===== config.mk =====
export PLATFORM = sky130hd
export DESIGN_NAME = rcs_reset_cause
export DESIGN_NICKNAME = d
export VERILOG_FILES = /design/src/rcs_pkg.sv /design/src/rcs_reset_cause.sv
export SDC_FILE = /design/constraint.sdc
export NUM_CORES = 1
export LEC_CHECK = 0
export BUFFER_PORTS_ARGS = -buffer_cell sky130_fd_sc_hd__buf_2
export CAP_MARGIN = 0
export CORE_MARGIN = 5
export CORE_UTILIZATION = 47
export DETAILED_ROUTE_END_ITERATION = 10
export PLACE_DENSITY = 0.78
export SKIP_LAST_GASP = 1
export SYNTH_ARGS = -nofsm -noshare
export SYNTH_HDL_FRONTEND = slang
export SYNTH_SLANG_ARGS = --single-unit

===== constraint.sdc =====
create_clock -name hclk -period 2.3 [get_ports hclk]
set_input_delay 0.23 -clock hclk [delete_from_list [all_inputs] [get_ports hclk]]
set_output_delay 0.23 -clock hclk [all_outputs]
set_load 0.1 [all_outputs]

===== src/rcs_pkg.sv =====
// Package of constants and types for the reset cause status block
package rcs_pkg;

  // ----------------------------------------
  // Register offsets
  // ----------------------------------------
  localparam logic [7:0] RCS_OFF_STATUS = 8'h00;
  localparam logic [7:0] RCS_OFF_IRQ_STAT = 8'h04;
  localparam logic [7:0] RCS_OFF_IRQ_MASK = 8'h08;
  localparam logic [7:0] RCS_OFF_REQ = 8'h0C;

  // ----------------------------------------
  // Field positions
  // ----------------------------------------
  localparam int RCS_BIT_POR = 0;
  localparam int RCS_BIT_BOR = 1;
  localparam int RCS_BIT_IDLE = 2;
  localparam int RCS_BIT_SLEEP = 3;
  localparam int RCS_BIT_WDT = 4;
  localparam int RCS_BIT_SWR = 6;
  localparam int RCS_BIT_PIN = 7;
  localparam int RCS_BIT_VREG = 8;
  localparam int RCS_BIT_CFG = 9;
  localparam int RCS_BIT_SWREQ = 0;

  // ----------------------------------------
  // Masks and reset values
  // ----------------------------------------
  localparam logic [9:0] RCS_IMPL_MASK = 10'h3DF;
  localparam logic [9:0] RCS_FLAG_MASK = 10'h2DF;
  localparam logic [9:0] RCS_STATUS_RST = 10'h003;
  localparam logic [9:0] RCS_IRQ_RST = 10'h000;

  // ----------------------------------------
  // Types
  // ----------------------------------------
  typedef struct packed {
    logic cfg_mismatch;
    logic brownout;
    logic watchdog;
    logic software;
    logic wake_sleep;
    logic wake_idle;
  } rcs_events_t;

  typedef struct packed {
    logic [7:0] addr;
    logic write;
  } rcs_bus_req_t;

endpackage : rcs_pkg


===== src/rcs_reset_cause.sv =====
// Reset cause status register with AHB-Lite slave and interrupt
//
// Behaviour
// RL1 - Low master reset pin resets device
// RL2 - Pin reset sets bit 7
// RL3 - Software reset sets bit 6
// RL4 - Watchdog timeout sets bit 4
// RL5 - Wake from sleep sets bit 3
// RL6 - Wake from idle sets bit 2
// RL7 - Brown-out reset sets bit 1
// RL8 - Power-on reset sets bit 0
// RL9 - Configuration mismatch reset sets bit 9
// RL10 - Bit 8 keeps regulator on in sleep
// RL11 - Power-on: bits 1,0 one, others zero
// RL12 - Software clears brown-out, power-on flags itself
// RL13 - Bits 31-10 and 5 read zero
// RL14 - Hardware set wins over software write
// RL15 - Flags hold until software writes them
`timescale 1ns/1ps
module rcs_reset_cause (
  // Clock and power-on reset
  input wire logic hclk,
  input wire logic hresetn,
  // AHB-Lite slave
  input wire logic hsel,
  input wire logic [31:0] haddr,
  input wire logic [1:0] htrans,
  input wire logic hwrite,
  input wire logic [2:0] hsize,
  input wire logic [31:0] hwdata,
  input wire logic hready,
  output logic [31:0] hrdata,
  output logic hreadyout,
  output logic hresp,
  // Reset and wake sources
  input wire logic master_reset_pin_n,
  input wire rcs_pkg::rcs_events_t events,
  // Outputs
  output logic system_reset_req,
  output logic regulator_standby_on,
  output logic irq
);

  // ----------------------------------------
  // Bus address phase capture
  // ----------------------------------------
  rcs_pkg::rcs_bus_req_t req_q;
  rcs_pkg::rcs_bus_req_t req_d;
  logic wr_pend_q;
  wire logic access = hsel & hready & htrans[1];

  assign req_d.addr = haddr[7:0];
  assign req_d.write = hwrite;

  always_ff @(posedge hclk or negedge hresetn) begin
    if (!hresetn) begin
      req_q <= '0;
      wr_pend_q <= 1'b0;
    end else begin
      if (access) begin
        req_q <= req_d;
      end
      wr_pend_q <= access & hwrite;
    end
  end

  // ----------------------------------------
  // Write decode
  // ----------------------------------------
  wire logic wr_status = wr_pend_q & (req_q.addr == rcs_pkg::RCS_OFF_STATUS);
  wire logic wr_istat = wr_pend_q & (req_q.addr == rcs_pkg::RCS_OFF_IRQ_STAT);
  wire logic wr_imask = wr_pend_q & (req_q.addr == rcs_pkg::RCS_OFF_IRQ_MASK);
  wire logic wr_req = wr_pend_q & (req_q.addr == rcs_pkg::RCS_OFF_REQ);

  // ----------------------------------------
  // Pin reset detection
  // ----------------------------------------
  logic pin_q;
  logic pin_low_q;
  logic sw_req_q;

  // Pin level sampled once per clock
  always_ff @(posedge hclk or negedge hresetn) begin
    if (!hresetn) begin
      pin_q <= 1'b1;
    end else begin
      pin_q <= master_reset_pin_n;
    end
  end

  // Sampled level delayed by one clock to find the release
  always_ff @(posedge hclk or negedge hresetn) begin
    if (!hresetn) begin
      pin_low_q <= 1'b0;
    end else begin
      pin_low_q <= ~pin_q;
    end
  end

  // Release of the pin ends the pin reset
  wire logic pin_release = pin_low_q & pin_q;

  // Device held in reset while pin low
  assign system_reset_req = ~pin_q | sw_req_q; // see RL1

  // ----------------------------------------
  // Software reset request
  // ----------------------------------------
  wire logic sw_req_d = wr_req & hwdata[rcs_pkg::RCS_BIT_SWREQ];

  // One-cycle request pulse
  always_ff @(posedge hclk or negedge hresetn) begin
    if (!hresetn) begin
      sw_req_q <= 1'b0;
    end else begin
      sw_req_q <= sw_req_d;
    end
  end

  // ----------------------------------------
  // Hardware set sources
  // ----------------------------------------
  // Power-on only recorded through the reset value
  wire logic set_por = 1'b0;

  // Brown-out reset
  wire logic set_bor = events.brownout;

  // Wake from idle
  wire logic set_idle = events.wake_idle;

  // Wake from sleep
  wire logic set_sleep = events.wake_sleep;

  // Watchdog time-out
  wire logic set_wdt = events.watchdog;

  // Software reset, from the core or from this register
  wire logic set_swr = events.software | sw_req_q;

  // Pin reset, recorded at release so it survives the reset
  wire logic set_pin = pin_release;

  // Configuration mismatch reset
  wire logic set_cfg = events.cfg_mismatch;

  logic [9:0] hw_set;

  assign hw_set[rcs_pkg::RCS_BIT_POR] = set_por;
  assign hw_set[rcs_pkg::RCS_BIT_BOR] = set_bor; // see RL7
  assign hw_set[rcs_pkg::RCS_BIT_IDLE] = set_idle; // see RL6
  assign hw_set[rcs_pkg::RCS_BIT_SLEEP] = set_sleep; // see RL5
  assign hw_set[rcs_pkg::RCS_BIT_WDT] = set_wdt; // see RL4
  assign hw_set[5] = 1'b0;
  assign hw_set[rcs_pkg::RCS_BIT_SWR] = set_swr; // see RL3
  assign hw_set[rcs_pkg::RCS_BIT_PIN] = set_pin; // see RL2
  assign hw_set[rcs_pkg::RCS_BIT_VREG] = 1'b0;
  assign hw_set[rcs_pkg::RCS_BIT_CFG] = set_cfg; // see RL9

  // ----------------------------------------
  // Per-bit next state
  // ----------------------------------------
  // Status flags and regulator bit
  logic [9:0] status_q;
  logic [9:0] status_d;

  // Interrupt status
  logic [9:0] istat_q;
  logic [9:0] istat_d;

  // Interrupt mask
  logic [9:0] imask_q;
  logic [9:0] imask_d;

  // Read selects, decoded in the address phase
  wire logic rsel_status = haddr[7:0] == rcs_pkg::RCS_OFF_STATUS;
  wire logic rsel_istat = haddr[7:0] == rcs_pkg::RCS_OFF_IRQ_STAT;
  wire logic rsel_imask = haddr[7:0] == rcs_pkg::RCS_OFF_IRQ_MASK;

  logic [9:0] rd_sel;
  wire logic [9:0] wr_bits = hwdata[9:0];

  generate
    for (genvar b = 0; b < 10; b++) begin : g_bit
      wire logic impl_b = rcs_pkg::RCS_IMPL_MASK[b];
      wire logic flag_b = rcs_pkg::RCS_FLAG_MASK[b];

      // Software write then hardware set on top
      wire logic sw_b = wr_status ? wr_bits[b] : status_q[b]; // see RL15
      wire logic set_b = hw_set[b] & flag_b;

      // Flag rising this cycle raises its interrupt
      wire logic rise_b = status_d[b] & ~status_q[b] & flag_b;
      wire logic clr_b = wr_istat & wr_bits[b];

      assign status_d[b] = (sw_b | set_b) & impl_b; // see RL14 see RL13
      // New event wins over a clear in the same cycle
      assign istat_d[b] = (istat_q[b] & ~clr_b) | rise_b;
      assign imask_d[b] = wr_imask ? (wr_bits[b] & flag_b) : imask_q[b];

      // Read value from next state, so a write landing now is seen
      wire logic rd_status_b = rsel_status & status_d[b];
      wire logic rd_istat_b = rsel_istat & istat_d[b];
      wire logic rd_imask_b = rsel_imask & imask_d[b];
      assign rd_sel[b] = rd_status_b | rd_istat_b | rd_imask_b;
    end
  endgenerate

  // ----------------------------------------
  // Status register
  // ----------------------------------------
  // Power-on value of the flags
  always_ff @(posedge hclk or negedge hresetn) begin
    if (!hresetn) begin
      status_q <= rcs_pkg::RCS_STATUS_RST; // see RL11 see RL8
    end else begin
      status_q <= status_d;
    end
  end

  assign regulator_standby_on = status_q[rcs_pkg::RCS_BIT_VREG]; // see RL10

  // ----------------------------------------
  // Interrupt status, mask and line
  // ----------------------------------------
  logic irq_q;
  wire logic irq_d = |(istat_d & imask_d);

  // Sticky interrupt status
  always_ff @(posedge hclk or negedge hresetn) begin
    if (!hresetn) begin
      istat_q <= rcs_pkg::RCS_IRQ_RST;
    end else begin
      istat_q <= istat_d;
    end
  end

  // Interrupt mask
  always_ff @(posedge hclk or negedge hresetn) begin
    if (!hresetn) begin
      imask_q <= rcs_pkg::RCS_IRQ_RST;
    end else begin
      imask_q <= imask_d;
    end
  end

  // Interrupt line from a flip-flop
  always_ff @(posedge hclk or negedge hresetn) begin
    if (!hresetn) begin
      irq_q <= 1'b0;
    end else begin
      irq_q <= irq_d;
    end
  end

  assign irq = irq_q;

  // ----------------------------------------
  // Registered read data
  // ----------------------------------------
  wire logic rd_access = access & ~hwrite;
  wire logic [31:0] hrdata_d = rd_access ? {22'h00_0000, rd_sel} : 32'h0000_0000;
  logic [31:0] hrdata_q;

  // Read data stands for the data phase only
  always_ff @(posedge hclk or negedge hresetn) begin
    if (!hresetn) begin
      hrdata_q <= 32'h0000_0000;
    end else begin
      hrdata_q <= hrdata_d;
    end
  end

  assign hrdata = hrdata_q;
  assign hreadyout = 1'b1;
  assign hresp = 1'b0;

endmodule : rcs_reset_cause


# [Yosys cells after proc, flatten, opt, wreduce, memory -nomap -nowiden]
# Index checks and enable logic that the tools add are counted.
[op_classes] bitwise=124 eq_ne=5 mux=20 n_reduce_logical=3
[ops] cell="$and A1 B1 Y1" n=67
[ops] cell="$or A1 B1 Y1" n=36
[ops] cell="$eq A8 B4 Y1 const B" n=3
[ops] cell="$not A1 Y1" n=20
[ops] cell="$mux W1" n=19
[ops] cell="$eq A8 B3 Y1 const B" n=2
[ops] cell="$logic_not A8 Y1" n=2
[ops] cell="$and A10 B10 Y10" n=1
[ops] cell="$mux W10" n=1
[ops] cell="$reduce_or A10 Y1" n=1
[word_totals] input_bits=81 out_inout_bits=37 wordCells=162 reg_bits=74

# [Logic depth before layout (Yosys ltp)]
# Gate-level depths: netlist (run 1).
[logic_depth] depth_word=10 mapped_depth=6 ltp_nobuf=5

# [Worst setup path before layout (run 1)]
# Ideal clock, no wire load.
[synth_path] path_kind="register to register" start="reg req_q[6] in the netlist's numbering" end="reg irq_q (netlist: irq)" path_slack_ps=194 stages_incl_launch_ff=7 arrival_ps=1968 setup_ps=138 required_ps=2162 path_buffers=1 path_cell_list="dfrtp_1 > or4_4 > buf_2 > o31a_1 > o32a_1 > a2111oi_2 > nand4_1"
[synth_between] elab_chain_cells=8
[synth_lines] element="start, declared" line="rcs_reset_cause.sv:47" text="rcs_pkg::rcs_bus_req_t req_q;"
[synth_lines] element="start signal, assigned" line="rcs_reset_cause.sv:61" text="req_q <= req_d;"
[synth_lines] element="$logic_not A8 Y1 / $eq A8 B3 Y1 (equally long branches)" line="rcs_reset_cause.sv:70, rcs_reset_cause.sv:71"
[synth_lines] element="$and A1 B1 Y1, on equally long branches" line="rcs_reset_cause.sv:70, rcs_reset_cause.sv:71"
[synth_lines] element="$mux W1 / $and A1 B1 Y1 (equally long branches)" line="rcs_reset_cause.sv:189, rcs_reset_cause.sv:194"
[synth_lines] element="$or A1 B1 Y1 / $not A1 Y1 (equally long branches)" line="rcs_reset_cause.sv:196, rcs_reset_cause.sv:198"
[synth_lines] element="$and A1 B1 Y1, on equally long branches" line="rcs_reset_cause.sv:193, rcs_reset_cause.sv:198"
[synth_lines] element="$or A1 B1 Y1" line="rcs_reset_cause.sv:198" text="assign istat_d[b] = (istat_q[b] & ~clr_b) | rise_b;"
[synth_lines] element="$and A10 B10 Y10 (*)" line="rcs_reset_cause.sv:227" text="wire logic irq_d = |(istat_d & imask_d);"
[synth_lines] element="$reduce_or A10 Y1 (*)" line="rcs_reset_cause.sv:227"
[synth_lines] element="named net irq_d" line="rcs_reset_cause.sv:227"
[synth_lines] element="end signal, assigned" line="rcs_reset_cause.sv:252" text="irq_q <= irq_d;"
[synth_lines] element="end, declared" line="rcs_reset_cause.sv:226" text="logic irq_q;"
# The timed path passes the listed nets; every way through them passes the cells marked *.
# A chain may end at the register's enable or synchronous reset.

# [Worst setup path after layout (run 1)]
[layout_path] start="reg req_q[7] in the netlist's numbering" end="reg irq_q (netlist: irq)"
# Same word-level chain as after synthesis.

==> results.md, run 1 <==
- The run finished with clean final reports.
- The finished layout holds 373 standard cells, fillers aside.
- The violation count after the first detailed-route iteration is 146.
- The count of boundary I/O pins is 118.
- The final hold violation count came to 0.
- The number of antenna violations at the first check in global routing is 0.
- During synthesis, Yosys emitted a total of 0 warnings.
- Setup repair after global routing could not meet its margin everywhere.
- At the end of the flow, the number of nets in the layout was 381.
- The slack of the worst reg-to-reg path is 0.11 ns.
- The flip-flop and latch count after synthesis is 52.
- The cell sitting at the root of the clock tree is a sky130_fd_sc_hd__clkbuf_8.
- sky130_fd_sc_hd__dfrtp_1 takes more of the synthesized area than any other cell.
- The maximum frequency from static timing analysis is 456 MHz.
- The register area share after synthesis is 50.2%.
- Leaving out fill and tap cells, the most frequent cells in the layout are sky130_fd_sc_hd__dfrtp_1, sky130_fd_sc_hd__buf_2, sky130_fd_sc_hd__conb_1.
- The leakage power figure is 1.37 nW.
- Across every metal layer, demand over resource in global routing totals 16.0%.
- The critical path in this run is classified as flip-flop to flip-flop.
- The worst reg-to-reg path cell count is 5.
- STA classifies the critical path startpoint as a flip-flop.
- In this run the tightest slew margin relative to its limit is 56.6%.
- The power density over the cells is 642 mW/mm^2.
- In the synthesized netlist the async set-or-reset flop fraction comes to 100%.
- After clock tree synthesis, the clock-pin slew on the worst setup and hold paths is 0.09 ns.
- The area growth from synthesis to layout is 15.5%.
- In the post-synthesis netlist, the biggest area contributors are sky130_fd_sc_hd__dfrtp_1, sky130_fd_sc_hd__mux2_2, sky130_fd_sc_hd__buf_4, sky130_fd_sc_hd__dfstp_2, sky130_fd_sc_hd__a22oi_1.
- The number of remaining DRC errors is 0.
- The total wire length is 5640 um.
- The number of detailed-route iterations in the first pass is 4.
- Prior to clock tree synthesis, the placed netlist has a worst setup slack of 0.0788 ns.
- The path category of the worst min-delay check is input port to asynchronous set/reset pin.
- The number of sinks handled by clock tree synthesis is 52.
- Counting I/O delays and the setup requirement, the final critical path takes 2.19 ns.
- The worst reg2reg path endpoint is irq$_DFF_PN0_.
- Yosys mapped a number of flops with a built-in enable equal to 0.
- The final weighted congestion of routability-driven global placement is 0.761.
- In the finished design, the share of the clock period the worst path needs comes to 95.3%.
- Data on the critical path is required at its endpoint by 2.48 ns.
- IR analysis of the VDD net gives a maximum drop of 0.318 mV.
- The global-route wire length before repair is 9080 um.
- The die area is 0.00712 mm^2.
- From left edge to right edge, the die measures 84.4 um.
- The average cell area after synthesis is 10.7 um^2.
- No sink is reached through more buffers than the 2 on the longest clock path.
- The most frequent standard cell in the layout excluding fill and tap cells is sky130_fd_sc_hd__dfrtp_1.
- The floorplan core area is 0.00544 mm^2.
- The worst setup path is captured at a flip-flop.
- Port buffering added 43 buffers.
- The total via count in the routed design is 2004.
- The pin count of the biggest net entering global routing is 53.
- The post-route worst setup slack is 0.107 ns.
- The number of max-slew violations in the final report is 0.
- The tool flagged a number of max-cap violations equal to 0.
- The critical-path maximum fanout is 9.
- The share of layout cells above drive strength 1 is 32.9%.
- The number of nets still failing antenna checks after routing is 0.
- The number of diodes added for antenna fixing is 0.
- At the pin with the least slew margin, the transition time is 0.651 ns.
- The post-synthesis instance area is 0.00260 mm^2.
- Dividing the detail-routed wire length by the instance count gives 15.1 um.
- For this run, the leading register cell type out of synthesis is sky130_fd_sc_hd__dfrtp_1.
- The number of levels the H-tree was split into is 2.
- The floorplan step set the die height to 84.4 um.
- The initial core utilization is 47.8%.
- The largest clock skew in the final design is 0.00593 ns.
- TritonCTS built the clock tree.
- In this run, CTS created clock tree buffers numbering 5.
- The number of cells in the design after placement is 362.
- The top cell type's share of synthesized area is 47.1%.
- The row count is 27.
- The number of distinct standard cells referenced by the synthesized netlist is 45.
- Setup total negative slack on the finished layout was measured at 0 ns.
- After legalization and detailed placement, the total HPWL measured 4070 um.
- The setup-violating endpoint count in the final report is 0.
- The startpoint identified for the worst register-to-register timing path is req_q[7]$_DFFE_PN0P_.
- The total overflow left after global routing is 0.
- The synthesized instance count is 242.
- The number of global-route vias before repair is 1931.
- STA puts the critical path data arrival time at 2.38 ns.
- The detailed-route vias per instance is 5.37.
- The clock reaches the later pin of the worst-skew pair after 0.31 ns.
-- worst max-delay path by stage --
| stage | start | endpoint | slack, ns | depth (start not counted) |
|---|---|---|---|---|
| after global placement | req_q[6]$_DFFE_PN0P_ | irq$_DFF_PN0_ | 0.08 | 5 |
| after floorplan | req_q[6]$_DFFE_PN0P_ | irq$_DFF_PN0_ | 0.19 | 6 |
| after CTS | req_q[6]$_DFFE_PN0P_ | irq$_DFF_PN0_ | 0.05 | 5 |
| after global routing | req_q[7]$_DFFE_PN0P_ | irq$_DFF_PN0_ | -0.04 | 5 |
| final | req_q[7]$_DFFE_PN0P_ | irq$_DFF_PN0_ | 0.11 | 5 |
| after detailed placement | req_q[6]$_DFFE_PN0P_ | irq$_DFF_PN0_ | 0.08 | 5 |
-- state kept, by name, summed over array words and instances (netlist names) --
register / cells
imask_q: 10
wr_pend_q: 1
req_q: 8
sw_req_q: 1
pin_low_q: 1
irq: 1
istat_q: 10
hrdata: 10
status_q: 9
pin_q: 1
-- where the power goes --
part           switching, mW  internal, mW
Sequential            0.0378         0.961
Combinational          0.314        0.0986
Clock                  0.304         0.213
-- routing by layer --
metal	share of wire [%]	track usage (%)
met2	46	24.9
met5	0	0
met4	1.5	6.19
met1	45	21.3
met3	7.6	4.32
-- critical path, stage by stage, from the launching register on --
cell and delay (ns):
sky130_fd_sc_hd__dfrtp_1 0.41, sky130_fd_sc_hd__or4_4 0.61, sky130_fd_sc_hd__o31a_1 0.33, sky130_fd_sc_hd__o32a_1 0.20, sky130_fd_sc_hd__a2111oi_4 0.36, sky130_fd_sc_hd__nand4_1 0.15
-- logic make-up after synthesis --
logic type      after synthesis  synth area share, %
simple gates                 66                 15.2
compound gates               55                 15.6
flops                        52                 50.2
buf+inv                      48                 10.5
mux                          19                 8.23
other cells                   2                0.289
-- through the flow --
step / area, um^2 / total power, mW / hold slack, ns / utilization, %
after floorplan: 2680 / 1.35 / -0.0656 / -
after detailed placement: 2880 / 1.42 / 0.339 / 53.0
after global routing: 3010 / 2.02 / 0.0759 / 55.3
after CTS: 2970 / 1.94 / 0.00119 / 54.6
after global placement: 2880 / 1.41 / 0.338 / 53.0
final: 3010 / 1.93 / 0.0146 / 55.3
-- Yosys cell counts, types with 6 or more instances --
cell,n
sky130_fd_sc_hd__buf_4,24
sky130_fd_sc_hd__a22oi_1,9
sky130_fd_sc_hd__inv_1,18
sky130_fd_sc_hd__dfrtp_1,49
sky130_fd_sc_hd__nor2b_1,6
sky130_fd_sc_hd__o22ai_1,7
sky130_fd_sc_hd__nand2_1,6
sky130_fd_sc_hd__mux2_2,19
sky130_fd_sc_hd__nor2_1,11
sky130_fd_sc_hd__o21ai_0,7
sky130_fd_sc_hd__a31oi_1,7
-- final cells by class --
type | count | area, um^2
inverter | 18 | 67.6
multi-input combinational | 164 | 1120
tap | 72 | 90.1
sequential | 52 | 1310
timing repair buffer | 59 | 338
fill | 500 | 2430
clock inverter | 3 | 18.8
clock buffer | 5 | 68.8
-- repair_timing --
item / 4_1_cts / 5_1_grt
gates resized for setup: 0 / 1
endpoints found under the hold margin: 0 / 1
buffers inserted: 0 / 2
setup endpoints to repair: 0 / 1
hold buffers: 0 / 1
Note: power is estimated with default switching activity, not from simulation.
==> inputs of run 2 (changes only) <==
--- a/config.mk
+++ b/config.mk
@@ -5,12 +5,12 @@
 export SDC_FILE = /design/constraint.sdc
 export NUM_CORES = 1
 export LEC_CHECK = 0
-export BUFFER_PORTS_ARGS = -buffer_cell sky130_fd_sc_hd__buf_2
 export CAP_MARGIN = 0
 export CORE_MARGIN = 5
-export CORE_UTILIZATION = 47
+export CORE_UTILIZATION = 60
 export DETAILED_ROUTE_END_ITERATION = 10
-export PLACE_DENSITY = 0.78
+export DONT_BUFFER_PORTS = 1
+export PLACE_DENSITY = 0.74
 export SKIP_LAST_GASP = 1
 export SYNTH_ARGS = -nofsm -noshare
 export SYNTH_HDL_FRONTEND = slang
==> run 2 against run 1 <==
Flip-flop and latch count is the same; setup slack gained 0.027 ns; clock skew grew 0.0031 ns; critical path depth is the same; via count shrank 9.3%; clock power grew 26%; routed wire length shrank 3.4%; sequential power is essentially flat; worst hold slack gained 0.020 ns; sequential share of layout area grew 3.1 points; utilization grew 10 points.
==> results.md, run 2 (synthesis gave the netlist of run 1 again) <==
- The path category of the worst min-delay check is input port to flip-flop.
- The switching power of the nets is 0.628 mW (-4.3%).
- The insertion delay of the later-clocked pin in the worst-skew pair is 0.31 ns (about the same).
- The HPWL after detailed placement came to 3810 um (-6.5%).
- The number of remaining DRC errors is 0 (unchanged).
- The pin count of the biggest net entering global routing came to 53 (unchanged).
- The die outline height is 75.8 um (-10%).
- The average wire per cell in the routed design is 17.7 um (+17%).
- The share of total power consumed by net switching is 31.0% (-3.0 points).
- The final hold slack is 0.0346 ns (+0.0200 ns).
- The root buffer cell chosen for the clock tree is sky130_fd_sc_hd__clkbuf_8.
- The TritonCTS clock tree is done.
- The share of layout cells above drive strength 1 is 20.7% (-12 points).
- The family with the most delay on the worst path is compound AO/OA/AOI/OAI gates.
- The leakage power figure is 1.20 nW (-13%).
- Compared with the post-synthesis result, the final layout area differs by 7.89%.
- The remaining global-route overflow came to 0 (unchanged).
- The total wire length came to 5450 um (-3.4%).
- The worst reg-to-reg path cell count is 5 (unchanged).
- STA classifies the critical path startpoint as a flip-flop.
- The net total in the final layout came to 336 (-12%).
- The design internal power was 1.40 mW (+10%).
- The total of buffers placed on input and output ports was 0 (-100%).
- The largest clock skew in the final design is 0.00902 ns (+0.00308 ns).
- The critical-path maximum fanout is 11 (+2).
- The count of boundary I/O pins is 118 (unchanged).
- The critical path is of the flip-flop to flip-flop type.
- The number of clock buffers inserted by TritonCTS is 5 (unchanged).
- The final weighted congestion of routability-driven global placement came to 0.790 (+3.7%).
- The sort of element at the end of the critical path is a flip-flop.
- The normalized max-slew margin was 41.7% (-15 points).
- The setup-violating endpoint count in the final report was 0 (unchanged).
- The number of antenna violations at the first check in global routing came to 0 (unchanged).
- The share of total power in sequential cells is 49.4% (-2.4 points).
- The clock tree buffer depth is 2 (unchanged).
- The highest ir drop seen on vdd was 0.365 mV (+15%).
- The worst register-to-register path ends at irq$_DFF_PN0_.
- Leaving out fill and tap cells, the most frequent cell in the layout is sky130_fd_sc_hd__dfrtp_1.
- The max-cap check violation count is 0 (unchanged).
- The global-route wire length before repair is 8630 um (-5.0%).
- The total via count in the routed design is 1817 (-9.3%).
- In this run the critical register-to-register path is launched from req_q[6]$_DFFE_PN0P_.
- The overall die width was 75.8 um (-10%).
- Setup repair after global routing left no endpoint under its margin.
- The startpoint identified for the worst hold timing path is events[5].
- The power density over the cells is 722 mW/mm^2 (+13%).
- The number of diodes added for antenna fixing is 0 (unchanged).
- The largest stage delay on the critical path is 0.64 ns (+0.03 ns).
- The number of max-slew violations in the final report came to 0 (unchanged).
- The die area is 0.00575 mm^2 (-19%).
- The post-CTS setup buffer count is 0 (unchanged).
- The initial core utilization was 60.6% (+13 points).
- The number of sinks handled by clock tree synthesis is 52 (unchanged).
- The row count was 24 (-11%).
- Walking the worst path, the cells encountered are or4_4, o31a_1, o32a_1, a2111oi_4, nand4_1.
- The count of cells along the worst hold path is 1.
- The floorplan core area is 0.00429 mm^2 (-21%).
- The run finished with clean final reports.
- The slack of the worst reg-to-reg path is 0.13 ns (+0.03 ns).
- For hold timing, the worst endpoint is status_q[9]$_DFF_PN0_.
- The final hold violation count is 0 (unchanged).
- The buffering stage count on the worst path with inverters included is 0 (unchanged).
- The global-route usage over all layers is 20.3% (+4.4 points).
- The combinational cell fraction of total power was 18.5% (-2.9 points).
- The sum of negative setup slack is 0 ns (unchanged).
- The transition at the pin with the smallest max-transition slack was 0.874 ns (+0.224 ns).
- In the layout the commonest cells are sky130_fd_sc_hd__dfrtp_1, sky130_fd_sc_hd__conb_1, sky130_fd_sc_hd__mux2_2.
- The power share of the clock group is 32.1% (+5.3 points).
- The number of global-route vias before repair is 1788 (-7.4%).
- The arrival time of data at the critical path endpoint was 2.35 ns (-0.03 ns).
- The minimum period implied by the final worst setup slack is 2.17 ns (-0.0275 ns).
- The fraction of the cycle the final worst path needs is 94.1% (-1.2 points).
- The violation count after the first detailed-route iteration is 143 (-2.1%).
- The clock transition at the register clock pins on the worst setup and hold paths after CTS came to 0.09 ns (about the same).
- The number of levels the H-tree was split into is 2 (unchanged).
- The number of nets still failing antenna checks after routing is 0 (unchanged).
- The maximum frequency from static timing analysis came to 462 MHz (+1.3%).
- The cell with the biggest individual delay on the critical path is sky130_fd_sc_hd__or4_4.
- The required arrival time at the worst endpoint came to 2.48 ns (about the same).
- The number of detailed-route iterations in the first pass came to 4 (unchanged).
- The detailed-route vias per instance is 5.90 (+9.8%).
## run 2: cell count changes in the layout (fill, tap and decap cells not counted), sizes merged
cell	change
buf	-46
clkinv	-2
bufinv	+1
clkbuf	+1
dlygate4sd3	+1
## run 2: timing repair
item / 4_1_cts / 5_1_grt
setup endpoints to repair: 0 / 1
gates resized for setup: 0 / 1
hold endpoints to repair: 53 / 0
hold buffers: 3 / 0
## run 2: worst max-delay path by stage
stage,startpoint,to,slack (ns),cells past startpoint
4_1_cts,req_q[6]$_DFFE_PN0P_,irq$_DFF_PN0_,0.12,5
3_5_place_dp,req_q[6]$_DFFE_PN0P_,irq$_DFF_PN0_,0.13,5
6_report,req_q[6]$_DFFE_PN0P_,irq$_DFF_PN0_,0.13,5
2_1_floorplan,req_q[6]$_DFFE_PN0P_,irq$_DFF_PN0_,0.19,6
3_3_place_gp,req_q[6]$_DFFE_PN0P_,irq$_DFF_PN0_,0.13,5
5_1_grt,req_q[6]$_DFFE_PN0P_,irq$_DFF_PN0_,0.02,5
## run 2: cell type report
type | count | area (um^2)
clock buffers | 6 | 82.6
flip-flops and latches | 52 | 1310
repair buffers | 14 | 130
well taps | 52 | 65.1
multi-input cells | 164 | 1120
inverters | 18 | 67.6
clock inverters | 2 | 38.8
fillers | 348 | 1490
## run 2: worst register-to-register path, stage by stage, from the launching register on
cell,delay [ns]
sky130_fd_sc_hd__dfrtp_1,0.41
sky130_fd_sc_hd__or4_4,0.64
sky130_fd_sc_hd__o31a_1,0.34
sky130_fd_sc_hd__o32a_1,0.19
sky130_fd_sc_hd__a2111oi_4,0.34
sky130_fd_sc_hd__nand4_1,0.13
## run 2: layer usage
layer | GRT usage (%) | vias to the layer above | part of all wire (%)
met4 | 8.35 | 0 | 1.7
met5 | 0 | - | 0
met2 | 31.4 | 64 | 48
li1 | - | 860 | -
met1 | 28.0 | 886 | 44
met3 | 3.96 | 7 | 6.6
## run 2: metrics by stage
step	cell area (um^2)	power, mW	setup slack (ns)	utilization (%)	cells
finish	2810	2.03	0.135	65.4	308
global route	2810	2.11	0.0177	65.4	308
CTS	2790	2.04	0.122	65.1	308
detailed placement	2630	1.37	0.132	61.1	297
global placement	2630	1.36	0.135	61.1	297
floorplan	2680	1.35	0.194	-	264
## run 2: power by group through the flow
stage / sequential, mW / clock, mW / combinational (mW)
after CTS: 1.00 / 0.667 / 0.373
after floorplan: 1.02 / 0 / 0.328
final: 1.00 / 0.651 / 0.376
after global placement: 1.02 / 0 / 0.344
after global routing: 1.01 / 0.706 / 0.401
after detailed placement: 1.02 / 0 / 0.346
==> inputs of run 3 (changes only) <==
--- a/config.mk
+++ b/config.mk
@@ -6,7 +6,7 @@
 export NUM_CORES = 1
 export LEC_CHECK = 0
 export CAP_MARGIN = 0
-export CORE_MARGIN = 5
+export CORE_MARGIN = 2
 export CORE_UTILIZATION = 60
 export DETAILED_ROUTE_END_ITERATION = 10
 export DONT_BUFFER_PORTS = 1
==> run 3 against run 2 <==
Design area fell by 0.85%; total power fell by 6.1%; setup slack got worse by 0.045 ns; first-iteration DRC count rose by 0.70%; maximum frequency fell by 2.0%; cell count rose by 0.32%; global-route usage rose by 2.1 points; utilization rose by 2.7 points; combinational power rose by 1%; via count rose by 0.77%; clock skew fell by 0.0014 ns; routed wire length fell by 6.2%.
==> results.md, run 3 (synthesis gave the netlist of run 1 again) <==
- The die outline height was 69.8 um (-7.9%).
- The clock tree buffer depth was 2 (unchanged).
- The required arrival time at the worst endpoint is 2.47 ns (about the same).
- The normalized max-slew margin was 41.7% (about the same).
- The die area is 0.00488 mm^2 (-15%).
- The total of buffers placed on input and output ports came to 0 (unchanged).
- The number of fillers in the final layout is 338 (-2.9%).
- The number of cells in the design after placement came to 297 (unchanged).
- The leakage power figure came to 1.19 nW (-0.32%).
- The met1 track demand over resource was 32.1% (+4.1 points).
- The overall die width came to 69.8 um (-7.9%).
- The insertion delay of the later-clocked pin in the worst-skew pair was 0.31 ns (about the same).
- The number of levels the H-tree was split into is 2 (unchanged).
- The path with the worst hold slack has its endpoint at status_q[4]$_DFF_PN0_.
- The clock transition at the register clock pins on the worst setup and hold paths after CTS came to 0.09 ns (about the same).
- The final total power is 1.90 mW (-6.1%).
- The critical path class is flip-flop to flip-flop.
- The signal on the critical path passes through or4_4, o31a_1, o32a_1, a2111oi_2, nand4_1.
- The row count is 23 (-4.2%).
- The final non-filler cell total is 309 (+0.32%).
- The final weighted congestion of routability-driven global placement is 0.812 (+2.8%).
- The flow ran to the end, and the final reports show no timing, DRC or antenna violations.
- Compared with the post-synthesis result, the final layout area differs by 6.97%.
- The number of detailed-route iterations in the first pass came to 4 (unchanged).
- The critical-path maximum fanout is 11 (unchanged).
- The most frequent standard cell in the layout excluding fill and tap cells is sky130_fd_sc_hd__dfrtp_1.
- The global-route usage over all layers is 22.4% (+2.1 points).
- The power density over the cells is 684 mW/mm^2 (-5.3%).
- The number of nets still failing antenna checks after routing is 0 (unchanged).
- The total wire length was 5110 um (-6.2%).
- TritonCTS built the clock tree.
- The final hold slack is 0.0295 ns (-0.00509 ns).
- The transition at the pin with the smallest max-transition slack is 0.874 ns (+0.0000159 ns).
- The global-route wire length before repair was 8600 um (-0.24%).
- The share of the core filled with cells came to 68.1% (+2.7 points).
- The net total in the final layout came to 339 (+0.89%).
- The average wire per cell in the routed design is 16.5 um (-6.5%).
- The count of boundary I/O pins came to 118 (unchanged).
- The pin count of the biggest net entering global routing is 53 (unchanged).
- The path category of the worst min-delay check is input port to flip-flop.
- The setup-violating endpoint count in the final report was 0 (unchanged).
- The detailed-route vias per instance came to 5.93 (+0.44%).
- The remaining global-route overflow came to 0 (unchanged).
- The met3 track demand over resource is 4.94% (+0.98 points).
- The sum of negative setup slack is 0 ns (unchanged).
- The highest ir drop seen on vdd came to 0.408 mV (+12%).
- The violation count after the first detailed-route iteration is 144 (+0.70%).
- The largest stage delay on the critical path is 0.64 ns (about the same).
- The total via count in the routed design is 1831 (+0.77%).
- The category of the worst setup path launch point is a flip-flop.
- The library cells used most frequently in the layout, excluding fill and tap cells, are sky130_fd_sc_hd__dfrtp_1, sky130_fd_sc_hd__conb_1, sky130_fd_sc_hd__mux2_2.
- The cell family contributing the most delay on the critical path is compound AO/OA/AOI/OAI gates.
- The number of sinks handled by clock tree synthesis is 52 (unchanged).
- Setup repair after global routing left no endpoint under its margin.
- The busiest metal layer after global routing is met2.
- The final hold violation count is 0 (unchanged).
- The share of layout cells above drive strength 1 is 20.8% (+0.15 points).
- The number of diodes added for antenna fixing is 0 (unchanged).
- The buffering stage count on the worst path with inverters included is 0 (unchanged).
- The minimum period implied by the final worst setup slack was 2.21 ns (+0.0450 ns).
- The maximum frequency from static timing analysis is 452 MHz (-2.0%).
- The slowest stage of the critical path is the sky130_fd_sc_hd__or4_4 cell.
- The launch point of the worst reg-to-reg path is req_q[7]$_DFFE_PN0P_.
- The number of max-slew violations in the final report is 0 (unchanged).
- CTS placed an instance of sky130_fd_sc_hd__clkbuf_8 at the clock tree root.
- The number of antenna violations at the first check in global routing is 0 (unchanged).
- The max-cap check violation count is 0 (unchanged).
- The largest clock skew in the final design is 0.00759 ns (-0.00142 ns).
- The HPWL after detailed placement is 3600 um (-5.6%).
- The arrival time of data at the critical path endpoint is 2.38 ns (+0.03 ns).
- The number of global-route vias before repair is 1752 (-2.0%).
- The slack of the worst reg-to-reg path was 0.09 ns (-0.04 ns).
- The startpoint of the tightest hold check path is events[3].
- The met2 capacity usage during global routing is 34.3% (+2.9 points).
- The number of gates resized after cts is 0 (unchanged).
- The fraction of the cycle the final worst path needs was 96.1% (+2.0 points).
- The floorplan core area came to 0.00409 mm^2 (-4.8%).
- The initial core utilization came to 63.7% (+3.1 points).
- The number of remaining DRC errors is 0 (unchanged).
- The sort of element at the end of the critical path is a flip-flop.
- The count of cells along the worst hold path is 1 (unchanged).
- The number of clock buffers inserted by TritonCTS came to 5 (unchanged).
- The worst register-to-register path ends at irq$_DFF_PN0_.
- The worst reg-to-reg path cell count is 5 (unchanged).
[run 3: cell types whose count changed in the layout (fill, tap and decap cells not counted), sizes merged]
cell    delta
bufinv     -1
buf        +3
clkbuf     +2
clkinv     -1
[run 3: repair_timing]
action | CTS | global route
hold buffers | 3 | 0
hold endpoints to repair | 53 | 0
setup endpoints to repair | 0 | 1
setup buffers | 0 | 1
[run 3: layout make-up]
class	count	area (um^2)	area share, %
Sequential cell	52	1310	46.9
Multi-Input combinational cell	164	1100	39.7
Timing Repair Buffer	17	153	5.49
Tap cell	50	62.6	2.25
Inverter	18	67.6	2.43
Clock buffer	8	90.1	3.24
[run 3: layer usage]
| layer | up-vias | routed length, um |
|---|---|---|
| met1 | 889 | 2360 |
| met5 | - | 0 |
| met4 | 0 | 66 |
| li1 | 874 | - |
| met3 | 8 | 307 |
| met2 | 60 | 2380 |
[run 3: how the worst max path moves through the flow]
stage	start	endpoint	slack, ns	cells past startpoint
4_1_cts	req_q[6]$_DFFE_PN0P_	irq$_DFF_PN0_	0.09	5
6_report	req_q[7]$_DFFE_PN0P_	irq$_DFF_PN0_	0.09	5
2_1_floorplan	req_q[6]$_DFFE_PN0P_	irq$_DFF_PN0_	0.19	6
3_5_place_dp	req_q[6]$_DFFE_PN0P_	irq$_DFF_PN0_	0.10	5
3_3_place_gp	req_q[6]$_DFFE_PN0P_	irq$_DFF_PN0_	0.11	5
5_1_grt	req_q[7]$_DFFE_PN0P_	irq$_DFF_PN0_	0.006	5
[run 3: power by group]
part | total (mW) | internal, mW | switching (mW)
registers | 1.00 | 0.961 | 0.0402
logic | 0.381 | 0.0852 | 0.296
clock network | 0.521 | 0.246 | 0.275
total | 1.90 | 1.29 | 0.612
[run 3: per-stage QoR]
step                setup WS [ns]  instance area (um^2)
floorplan                   0.194                  2680
detailed placement          0.101                  2640
finish                     0.0896                  2780
global route              0.00640                  2780
global placement            0.106                  2640
CTS                        0.0931                  2780
[run 3: worst register-to-register path, stage by stage (launching register included)]
cell,delay (ns)
sky130_fd_sc_hd__dfrtp_1,0.41
sky130_fd_sc_hd__or4_4,0.64
sky130_fd_sc_hd__o31a_1,0.35
sky130_fd_sc_hd__o32a_1,0.18
sky130_fd_sc_hd__a2111oi_2,0.37
sky130_fd_sc_hd__nand4_1,0.14
